--- src/chstm_pkg.sv ---
`default_nettype none
package chstm_pkg;

    // Register byte offsets on the Avalon-MM slave
    localparam logic [7:0] OFS_FEATURE   = 8'h00;
    localparam logic [7:0] OFS_ERROR     = 8'h04;
    localparam logic [7:0] OFS_SECCNT    = 8'h08;
    localparam logic [7:0] OFS_SECNUM    = 8'h0C;
    localparam logic [7:0] OFS_CYL_LO    = 8'h10;
    localparam logic [7:0] OFS_CYL_HI    = 8'h14;
    localparam logic [7:0] OFS_DEVHEAD   = 8'h18;
    localparam logic [7:0] OFS_STATUS    = 8'h1C;
    localparam logic [7:0] OFS_COMMAND   = 8'h20;
    localparam logic [7:0] OFS_ID_W1     = 8'h40;
    localparam logic [7:0] OFS_ID_W3     = 8'h44;
    localparam logic [7:0] OFS_ID_W6     = 8'h48;
    localparam logic [7:0] OFS_ID_W53    = 8'h4C;
    localparam logic [7:0] OFS_ID_W54    = 8'h50;
    localparam logic [7:0] OFS_ID_W55    = 8'h54;
    localparam logic [7:0] OFS_ID_W56    = 8'h58;
    localparam logic [7:0] OFS_ID_W5857  = 8'h5C;
    localparam logic [7:0] OFS_ID_W6160  = 8'h60;

    // Command codes
    localparam logic [7:0] CMD_INIT_GEOM = 8'h91;
    localparam logic [7:0] CMD_EJECT     = 8'hED;
    localparam logic [7:0] CMD_LOCK      = 8'hDE;
    localparam logic [7:0] CMD_READ      = 8'h20;
    localparam logic [7:0] CMD_WRITE     = 8'h30;
    localparam logic [7:0] CMD_VERIFY    = 8'h40;

    // Field positions
    localparam int DEVSEL_BIT   = 4;
    localparam int HEAD_MSB     = 3;

    // Capacity and default geometry (plain defaults, not a real part)
    localparam logic [31:0] CAPACITY_SECTORS = 32'h000F_C000;
    localparam logic [15:0] DEF_CYL          = 16'h0400;
    localparam logic [15:0] DEF_HEADS        = 16'h0010;
    localparam logic [15:0] DEF_SPT          = 16'h003F;
    localparam logic [23:0] CAP_LIMIT        = 24'hFB_FC10;
    localparam logic [23:0] CAP_DIVIDEND     =
        (CAPACITY_SECTORS > {8'h00, CAP_LIMIT}) ? CAP_LIMIT : CAPACITY_SECTORS[23:0];
    localparam logic [23:0] CYL_CAP          = 24'h00_FFFF;
    localparam logic [7:0]  SPT_MAX          = 8'h3F;
    localparam logic [4:0]  DIV_STEPS        = 5'h18;

    // Reset values
    localparam logic [31:0] RST_W5857 = 32'h000F_C000;
    localparam logic [7:0]  RST_BYTE  = 8'h00;

    typedef struct packed {
        logic       busy;
        logic       drive_ready;
        logic       fault;
        logic       rsv4;
        logic       data_request_flag;
        logic [1:0] rsv21;
        logic       err;
    } chstm_status_type;

    typedef struct packed {
        logic [1:0] rsv76;
        logic       idnf;
        logic       media_change_request;
        logic       abort_bit;
        logic       nm;
        logic       obs0;
    } chstm_error_type;

    typedef struct packed {
        logic        read;
        logic        write;
        logic [7:0]  address;
        logic [31:0] writedata;
        logic [3:0]  byteenable;
    } chstm_avl_req_type;

endpackage : chstm_pkg
`default_nettype wire

--- src/chstm_core.sv ---
// Operation
// - Geometry command runs regardless of drive ready
// - Sectors from count, max head from nibble
// - Default geometry supported, others optional
// - Unsupported geometry aborts with abort bit
// - Unsupported geometry clears word 53 bit0
// - Media access fails ID-not-found while invalid
// - Words 1,3,6,61:60 never change
// - Word 55 equals max head plus one
// - Word 56 equals sectors per track
// - Word 54 is capped capacity quotient
// - Words 58:57 equal product 54*55*56
// - Success clears busy, drq, fault, error
// - Error completion sets error; fault only when fault input set
// - Device select bit shown in dev/head
// - Eject finishes, spins down, unlocks, ejects
// - Eject without media sets no_media
// - Unimplemented eject would abort
// - Abort when action cannot complete
// - Single media lock level only
// - Non-data protocol, no transfer phase
// - Lock sets locked state, no error
// - Change request while locked sets MEDIA_CHANGE_REQUEST
`timescale 1ns/1ps
`default_nettype none
module chstm_core (
    input  wire logic                         sys_clk_in,
    input  wire logic                         rstn_in,
    input  wire chstm_pkg::chstm_avl_req_type avl_req_in,
    output logic [31:0]                       avl_readdata_out,
    output logic                              avl_waitrequest_out,
    input  wire logic                         ready_in,
    input  wire logic                         media_present_in,
    input  wire logic                         change_button_in,
    input  wire logic                         fault_in,
    input  wire logic                         spun_down_in,
    output logic                              spindle_stop_out,
    output logic                              eject_out,
    output logic                              lock_out
);
    import chstm_pkg::*;

    typedef enum logic [2:0] {S_IDLE, S_DIVIDE, S_SPIN, S_EJECT, S_DONE} chstm_state_type;

    chstm_state_type  state_q, state_d;
    chstm_status_type status_q;
    chstm_error_type  err_q, res_q, res_d;
    logic [4:0]  meta_q, sync_q, hist_q;
    logic        ack_q;
    logic [31:0] rdata_q;
    logic [7:0]  feat_q, seccnt_q, secnum_q, cyllo_q, cylhi_q, devhead_q, cmd_q;
    logic        lock_q, mcr_q, geom_ok_q;
    logic [15:0] w54_q, w55_q, w56_q;
    logic [31:0] w5857_q;
    logic [12:0] rem_q;
    logic [23:0] quo_q;
    logic [12:0] divisor_q;
    logic [4:0]  div_cnt_q;

    // Pin inputs pass two flops; only sync_q and hist_q feed logic
    wire ready_s   = sync_q[4];
    wire media_s   = sync_q[3];
    wire button_s  = sync_q[2];
    wire fault_s   = sync_q[1];
    wire spun_s    = sync_q[0];
    wire ready_up  = ready_s & ~hist_q[4];
    wire ready_dn  = ~ready_s & hist_q[4];
    wire button_up = button_s & ~hist_q[2];

    always_ff @(posedge sys_clk_in) begin
        if (!rstn_in) begin
            meta_q <= '0;
            sync_q <= '0;
            hist_q <= '0;
        end else begin
            meta_q <= {ready_in, media_present_in, change_button_in, fault_in, spun_down_in};
            sync_q <= meta_q;
            hist_q <= sync_q;
        end
    end

    // Avalon slave: one wait cycle, then the request completes
    wire req_any  = avl_req_in.read | avl_req_in.write;
    wire be_low   = avl_req_in.byteenable[0];
    wire wr_fire  = avl_req_in.write & ack_q & be_low;
    wire [7:0] wbyte = avl_req_in.writedata[7:0];
    wire busy     = status_q.busy;
    // Task-file writes while busy are dropped so inputs stay stable
    wire tf_wr    = wr_fire & ~busy;
    wire cmd_go   = tf_wr & (avl_req_in.address == OFS_COMMAND);

    assign avl_waitrequest_out = req_any & ~ack_q;

    always_ff @(posedge sys_clk_in) begin
        if (!rstn_in) begin
            ack_q <= 1'b0;
        end else begin
            ack_q <= req_any & ~ack_q;
        end
    end

    // Read multiplexer; unmapped addresses read zero
    logic [31:0] rmux;
    always_comb begin
        rmux = '0;
        unique case (avl_req_in.address)
            OFS_ERROR:    rmux = {24'h00_0000, err_q};
            OFS_SECCNT:   rmux = {24'h00_0000, seccnt_q};
            OFS_SECNUM:   rmux = {24'h00_0000, secnum_q};
            OFS_CYL_LO:   rmux = {24'h00_0000, cyllo_q};
            OFS_CYL_HI:   rmux = {24'h00_0000, cylhi_q};
            OFS_DEVHEAD:  rmux = {24'h00_0000, devhead_q};
            OFS_STATUS:   rmux = {24'h00_0000, status_q};
            OFS_ID_W1:    rmux = {16'h0000, DEF_CYL};
            OFS_ID_W3:    rmux = {16'h0000, DEF_HEADS};
            OFS_ID_W6:    rmux = {16'h0000, DEF_SPT};
            OFS_ID_W53:   rmux = {31'h0000_0000, geom_ok_q};
            OFS_ID_W54:   rmux = {16'h0000, w54_q};
            OFS_ID_W55:   rmux = {16'h0000, w55_q};
            OFS_ID_W56:   rmux = {16'h0000, w56_q};
            OFS_ID_W5857: rmux = w5857_q;
            OFS_ID_W6160: rmux = CAPACITY_SECTORS;
            default:      rmux = '0;
        endcase
    end

    always_ff @(posedge sys_clk_in) begin
        if (!rstn_in) begin
            rdata_q <= '0;
        end else if (avl_req_in.read & ~ack_q) begin
            rdata_q <= rmux;
        end
    end
    assign avl_readdata_out = rdata_q;

    // Task-file input registers, writable only while idle
    always_ff @(posedge sys_clk_in) begin
        if (!rstn_in) begin
            feat_q    <= RST_BYTE;
            seccnt_q  <= RST_BYTE;
            secnum_q  <= RST_BYTE;
            cyllo_q   <= RST_BYTE;
            cylhi_q   <= RST_BYTE;
            devhead_q <= RST_BYTE;
            cmd_q     <= RST_BYTE;
        end else if (tf_wr) begin
            if (avl_req_in.address == OFS_FEATURE) feat_q <= wbyte;
            if (avl_req_in.address == OFS_SECCNT) seccnt_q <= wbyte;
            if (avl_req_in.address == OFS_SECNUM) secnum_q <= wbyte;
            if (avl_req_in.address == OFS_CYL_LO) cyllo_q <= wbyte;
            if (avl_req_in.address == OFS_CYL_HI) cylhi_q <= wbyte;
            if (avl_req_in.address == OFS_DEVHEAD) devhead_q <= wbyte;
            if (cmd_go) cmd_q <= wbyte;
        end
    end

    // Geometry decode from the task file
    wire [7:0]  new_spt   = seccnt_q;
    wire [4:0]  new_heads = {1'b0, devhead_q[HEAD_MSB:0]} + 5'h01;
    wire        spt_ok    = (new_spt != 8'h00) && (new_spt <= SPT_MAX);
    wire [12:0] divisor_n = 13'(new_heads * new_spt);
    wire [13:0] trial     = {rem_q, quo_q[23]} - {1'b0, divisor_q};
    wire [15:0] w54_n     = (quo_q > CYL_CAP) ? 16'hFFFF : quo_q[15:0];
    wire [31:0] w5857_n   = 32'(w54_n * w55_q[4:0] * w56_q[7:0]);
    wire        is_media  = (wbyte == CMD_READ) || (wbyte == CMD_WRITE)
                            || (wbyte == CMD_VERIFY);

    // Command decision; every command passes S_DONE so busy spans it
    always_comb begin
        state_d = state_q;
        res_d   = res_q;
        unique case (state_q)
            S_IDLE: begin
                if (cmd_go) begin
                    res_d   = '0;
                    state_d = S_DONE;
                    unique case (wbyte)
                        // No ready check here: the command is always taken
                        CMD_INIT_GEOM: begin
                            if (fault_s) res_d.abort_bit = 1'b1;
                            else if (spt_ok) state_d = S_DIVIDE;
                            else res_d.abort_bit = 1'b1;
                        end
                        CMD_EJECT: begin
                            if (!media_s) res_d.nm = 1'b1;
                            else if (fault_s) res_d.abort_bit = 1'b1;
                            else state_d = S_SPIN;
                        end
                        CMD_LOCK: begin
                            if (!media_s) res_d.nm = 1'b1;
                            else if (lock_q && mcr_q) res_d.media_change_request = 1'b1;
                        end
                        CMD_READ, CMD_WRITE, CMD_VERIFY: begin
                            if (!geom_ok_q) res_d.idnf = 1'b1;
                            else res_d.abort_bit = 1'b1;
                        end
                        default: res_d.abort_bit = 1'b1;
                    endcase
                end
            end
            S_DIVIDE: if (div_cnt_q == 5'h00) state_d = S_DONE;
            S_SPIN:   if (spun_s) state_d = S_EJECT;
            S_EJECT:  state_d = S_DONE;
            S_DONE:   state_d = S_IDLE;
            default:  state_d = S_IDLE;
        endcase
    end

    always_ff @(posedge sys_clk_in) begin
        if (!rstn_in) begin
            state_q <= S_IDLE;
            res_q   <= '0;
        end else begin
            state_q <= state_d;
            res_q   <= res_d;
        end
    end

    // Restoring divider: one quotient bit per cycle, 24 cycles
    always_ff @(posedge sys_clk_in) begin
        if (!rstn_in) begin
            rem_q     <= '0;
            quo_q     <= '0;
            divisor_q <= '0;
            div_cnt_q <= '0;
        end else if (state_q == S_IDLE && state_d == S_DIVIDE) begin
            rem_q     <= '0;
            quo_q     <= CAP_DIVIDEND;
            divisor_q <= divisor_n;
            div_cnt_q <= DIV_STEPS;
        end else if (state_q == S_DIVIDE && div_cnt_q != 5'h00) begin
            rem_q     <= trial[13] ? {rem_q[11:0], quo_q[23]} : trial[12:0];
            quo_q     <= {quo_q[22:0], ~trial[13]};
            div_cnt_q <= div_cnt_q - 5'h01;
        end
    end

    // Identify geometry words; words 1,3,6,61:60 are constants
    always_ff @(posedge sys_clk_in) begin
        if (!rstn_in) begin
            geom_ok_q <= 1'b1;
            w54_q     <= DEF_CYL;
            w55_q     <= DEF_HEADS;
            w56_q     <= DEF_SPT;
            w5857_q   <= RST_W5857;
        end else if (state_q == S_IDLE && state_d == S_DIVIDE) begin
            w55_q <= {11'h000, new_heads};
            w56_q <= {8'h00, new_spt};
        end else if (state_q == S_DIVIDE && state_d == S_DONE) begin
            geom_ok_q <= 1'b1;
            w54_q     <= w54_n;
            w5857_q   <= w5857_n;
        end else if (cmd_go && wbyte == CMD_INIT_GEOM && !spt_ok) begin
            // Stale geometry zeroed so nobody trusts it
            geom_ok_q <= 1'b0;
            w54_q     <= '0;
            w55_q     <= '0;
            w56_q     <= '0;
            w5857_q   <= '0;
        end
    end

    // Single lock level: one bit, no count; dropped as the eject launches
    always_ff @(posedge sys_clk_in) begin
        if (!rstn_in) begin
            lock_q <= 1'b0;
        end else if (state_d == S_EJECT) begin
            lock_q <= 1'b0;
        end else if (state_q == S_DONE && cmd_q == CMD_LOCK && !res_q.nm) begin
            lock_q <= 1'b1;
        end
    end

    // Change request memory; set by a press while locked, cleared once unlocked
    always_ff @(posedge sys_clk_in) begin
        if (!rstn_in) begin
            mcr_q <= 1'b0;
        end else if (button_up && lock_q) begin
            mcr_q <= 1'b1;
        end else if (!lock_q) begin
            mcr_q <= 1'b0;
        end
    end

    // Spin-down request and one-cycle eject pulse
    always_ff @(posedge sys_clk_in) begin
        if (!rstn_in) begin
            spindle_stop_out <= 1'b0;
            eject_out        <= 1'b0;
        end else begin
            spindle_stop_out <= (state_d == S_SPIN) || (state_d == S_EJECT);
            eject_out        <= (state_d == S_EJECT);
        end
    end
    assign lock_out = lock_q;

    // Fault at completion turns the command into an abort
    wire             fin_fault = fault_s;
    chstm_error_type fin_err;
    always_comb begin
        fin_err      = res_q;
        fin_err.abort_bit = res_q.abort_bit | fin_fault;
    end
    wire fin_bad = |fin_err;

    // Status and error outputs; busy ends only with results in place
    always_ff @(posedge sys_clk_in) begin
        if (!rstn_in) begin
            status_q <= '0;
            err_q    <= '0;
        end else begin
            status_q.data_request_flag   <= 1'b0;
            status_q.rsv4  <= 1'b0;
            status_q.rsv21 <= 2'b00;
            if (cmd_go) begin
                status_q.busy <= 1'b1;
            end else if (state_q == S_DONE) begin
                status_q.busy  <= 1'b0;
                status_q.fault <= fin_fault;
                status_q.err   <= fin_bad;
                err_q          <= fin_err;
                if (cmd_q == CMD_EJECT && !fin_bad) status_q.drive_ready <= 1'b1;
            end else if (!busy && button_up && lock_q) begin
                err_q.media_change_request    <= 1'b1;
                status_q.err <= 1'b1;
            end
            if (ready_up) status_q.drive_ready <= 1'b1;
            else if (ready_dn && !(state_q == S_DONE && cmd_q == CMD_EJECT)) begin
                status_q.drive_ready <= 1'b0;
            end
        end
    end
endmodule : chstm_core
`default_nettype wire

--- config.mk ---
export PLATFORM = sky130hd
export DESIGN_NAME = chstm_core
export DESIGN_NICKNAME = d
export VERILOG_FILES = /design/src/chstm_pkg.sv /design/src/chstm_core.sv
export SDC_FILE = /design/constraint.sdc
export NUM_CORES = 1
export LEC_CHECK = 0
export BUFFER_PORTS_ARGS = -buffer_cell sky130_fd_sc_hd__buf_2
export CORE_ASPECT_RATIO = 1.75
export CORE_UTILIZATION = 51
export CTS_CLUSTER_SIZE = 10
export DETAILED_ROUTE_END_ITERATION = 10
export GPL_TIMING_DRIVEN = 0
export PLACE_DENSITY_LB_ADDON = 0.3
export SYNTH_ARGS = -nofsm -noshare
export SYNTH_HDL_FRONTEND = slang
export SYNTH_SLANG_ARGS = --single-unit
--- constraint.sdc ---
create_clock -name sys_clk_in -period 8.6 [get_ports sys_clk_in]
set_clock_uncertainty 0.05 [all_clocks]
set_input_delay 0.43 -clock sys_clk_in [delete_from_list [all_inputs] [get_ports sys_clk_in]]
set_output_delay 0.43 -clock sys_clk_in [all_outputs]
set_load 0.01 [all_outputs]
==> qor.txt <==
Status: finished, violations left
Failing checks: negative setup slack
Drt drc: 0
HPWL Detailed: 45.3 mm
MaxCap Viol Count: 0
Die Ht: 256 um
Seq/Total Area, Yosys: 23.7%
DR WL/cell: 20.8 um
RD Place Congestion: 1.07
Mux cell area share after synthesis: 2.25%
CP Class: flop to flop
Max incr delay on CP: 0.62 ns
Setup_tns: -1.40 ns
Area after DPL: 19,800 um2
Tmin final: 8.83 ns
Xor and xnor fraction of the mapped netlist area: 2.79%
Number of global-route vias before repair: 18,100
# IOs: 89
Power per standard cell area: 92.5 nW/um2
Critical Path Sink Type: flop
Die W: 147 um
Slew headroom: 12.6%
First-pass GRT wire length: 94.6 mm
Critical Path Source: quo_q[21]
Critical Path Most Common Cell: buf_4
CTS Buffer Depth: 3
RSZ-0062 raised after global routing: true
Yosys warns: 0
Ant. Diodes: 0
Reg-to-Reg End: w5857_q[23]
H-tree depth: 1
Worst setup path endpoint: w5857_q[23]
Clk pin slew, worst setup/hold paths: 0.05 ns
Synthesis-stage register bit count: 223
Core area: 36,300 um2
Filler Cells Inserted: 3,080
Initial antenna violation count: 0
Synth unique cells: 74
Highest-count cells in the layout ignoring fill and taps: nand2_1 (276), dfxtp_1 (218), inv_1 (200)
VDD IR-drop max: 166 uV
Root buffer cell: clkbuf_16
Pre-CTS setup slack: -1.32 ns
EDFF count, synth: 0
Total CTS buffers: 26
Antenna Violating Nets Remaining: 0
GRT Overall Usage: 31.9%
Post-route cell area: 22,300 um2
TritonCTS clock tree: done
Global route overflow: 0
Drt first pass iters: 6
CP max-delay cell: fa_2
Worst r2r path cells: 44
Port-buffer cells: 50
Top FF cell, synth: dfxtp_1
Required @ worst endpoint: 8.98 ns
Async SR Flop Fraction: 0%
Static leakage: 9.68 nW
FP Rows: 92
Critical path startpoint category: flop
FMAX: 0.113 GHz
Routed wire length: 60.9 mm
Mean Syn Cell Area: 8.24 um2
Synth Instances: 2,286
Largest net degree at the start of global routing: 14
Layout cells sized above 1: 15.2%
Sink Count: 223
Cell area after synthesis: 18,800 um2
Worst-path maximum fanout: 5
Post-CTS Hold Fix Bufs: 0
CP Data Arrival Time: 9.21 ns
Worst slew pin tran: 1.30 ns
Crit Reg-Reg Startpoint: quo_q[21]
Die ar.: 37,800 um2
Worst-Skew Late Latency: 0.56 ns
Number of DRC markers in iteration 0: 1,303
Final Power: 2.06 mW
Nets: 2,795
Commonest non-fill, non-tap cell in the layout: nand2_1
Min-Delay Path Class: primary input to flop
Largest family of logic cells by synthesized area: adder cells
Final setup fails: 12
Simple-Gate Fraction of Synth Area: 22.2%
Post-route clock period utilization: 103%
Starting Density: 52.0%
Adder-Cell Fraction of Synth Area: 26.2%
Layout area overhead: 18.3%
Final hold violation count: 0
Final Max Slew Viols: 0
Reg-to-reg slack, setup: -0.23 ns
Setup ws final: -0.231 ns
Via density: 5.97
Synth Area in Compound Gates: 15.5%
Via count: 17,500
## cell families (layout without fill, tap and decap cells)
kind of cell,Yosys count,after routing
AO/OA/AOI/OAI,468,468
XOR/XNOR,60,60
buffers and inverters,357,524
flip-flops,223,223
other,1,3
AND/OR/NAND/NOR,846,846
adder cells (fa/ha/maj),289,289
multiplexers,42,42
## worst min path at each step
| stage | from | to | slack [ns] | depth (start not counted) |
|---|---|---|---|---|
| floorplan | meta_q[0] | sync_q[0] | 0.36 | 1 |
| global placement | meta_q[1] | sync_q[1] | 0.37 | 1 |
| detailed placement | meta_q[3] | sync_q[3] | 0.37 | 1 |
| CTS | ready_in | meta_q[4] | 0.03 | 2 |
| global route | ready_in | meta_q[4] | 0.03 | 2 |
| finish | spun_down_in | meta_q[0] | 0.04 | 2 |
## worst max-delay path: cells and delay by family, from the launching register on
kind	cells	cell delay [ns]
AOI/OAI and AO/OA	9	1.49
xor gates and xnor gates	1	0.15
adders and majority gates	8	3.58
buffers and inverters	17	1.68
DFF	1	0.36
muxes	1	0.23
and+or+nand+nor	8	1.17
## layer usage
layer	global-route usage, %	routed length (um)	vias to the layer above
met5	0	0	-
met1	31.7	20600	8514
li1	-	-	7981
met2	58.3	31700	691
met4	25.8	5310	0
met3	4.59	3270	285
## repair_timing
| item | 4_1_cts | 5_1_grt |
|---|---|---|
| setup endpoints to repair | 18 | 17 |
| gates cloned | 1 | 0 |
| buffers inserted | 58 | 31 |
| gates resized for setup | 157 | 102 |
| pin swaps | 88 | 101 |
## through the flow
step	utilization [%]	hold slack (ns)	cells
after floorplan	-	0.362	2288
after global placement	54.5	0.368	2808
after detailed placement	54.5	0.374	2809
after CTS	59.6	0.0276	2894
after global routing	61.5	0.0299	2925
final	61.5	0.0363	2925
## power breakdown
group | switching [mW] | total, mW | internal [mW]
Combinational | 0.0525 | 0.0695 | 0.0170
Clock | 0.419 | 0.953 | 0.534
Sequential | 0.00239 | 1.04 | 1.04
Total | 0.474 | 2.06 | 1.59
## synthesized netlist by cell type, types with 4 or more instances
library cell | count | area share [%]
o21a_1 | 14 | 0.56
o22ai_1 | 9 | 0.30
nor4_1 | 8 | 0.27
a222oi_1 | 5 | 0.27
a21oi_1 | 155 | 4.1
a211oi_1 | 13 | 0.52
fa_1 | 175 | 19
a21o_1 | 17 | 0.68
nor2b_1 | 72 | 2.4
nand4_1 | 13 | 0.43
a32oi_1 | 15 | 0.70
clkbuf_1 | 118 | 2.4
and2_1 | 133 | 4.4
buf_6 | 4 | 0.24
xnor2_1 | 42 | 2.0
ha_1 | 114 | 7.6
or2_2 | 4 | 0.13
dfxtp_1 | 223 | 24
xor2_1 | 18 | 0.84
o211ai_1 | 9 | 0.36
a31oi_1 | 41 | 1.4
buf_1 | 5 | 0.10
o21ai_0 | 100 | 2.7
o311ai_0 | 6 | 0.28
nand2_1 | 279 | 5.6
and3_1 | 22 | 0.73
nand3_1 | 92 | 2.4
a221oi_1 | 4 | 0.19
inv_1 | 221 | 4.4
nand2b_1 | 25 | 0.83
o211a_1 | 4 | 0.21
mux2i_1 | 39 | 2.1
a311oi_1 | 4 | 0.19
nor2_1 | 144 | 2.9
nor3_1 | 20 | 0.53
nand3b_1 | 5 | 0.20
a22oi_1 | 34 | 1.4
o2111ai_1 | 8 | 0.37
buf_2 | 6 | 0.16
nor3b_1 | 9 | 0.36
o21bai_1 | 6 | 0.24
## area by class of cell
type | instances | area (um2) | share of cell area [%]
buffer | 132 | 636 | 2.85
clock buffer | 27 | 654 | 2.94
inverter | 221 | 830 | 3.72
timing repair buffer | 141 | 1020 | 4.60
multi-input combinational | 1708 | 14100 | 63.1
clock inverter | 3 | 26.3 | 0.118
tap | 470 | 588 | 2.64
sequential | 223 | 4470 | 20.1
## sequential cells by signal, indices dropped and copies added (netlist names), 13 cells and up
name              flops
divisor_q            13
w5857_q              29
avl_readdata_out     29
w54_q                16
quo_q                24
rem_q                13
No activity file was read; power rests on OpenSTA's default activity.
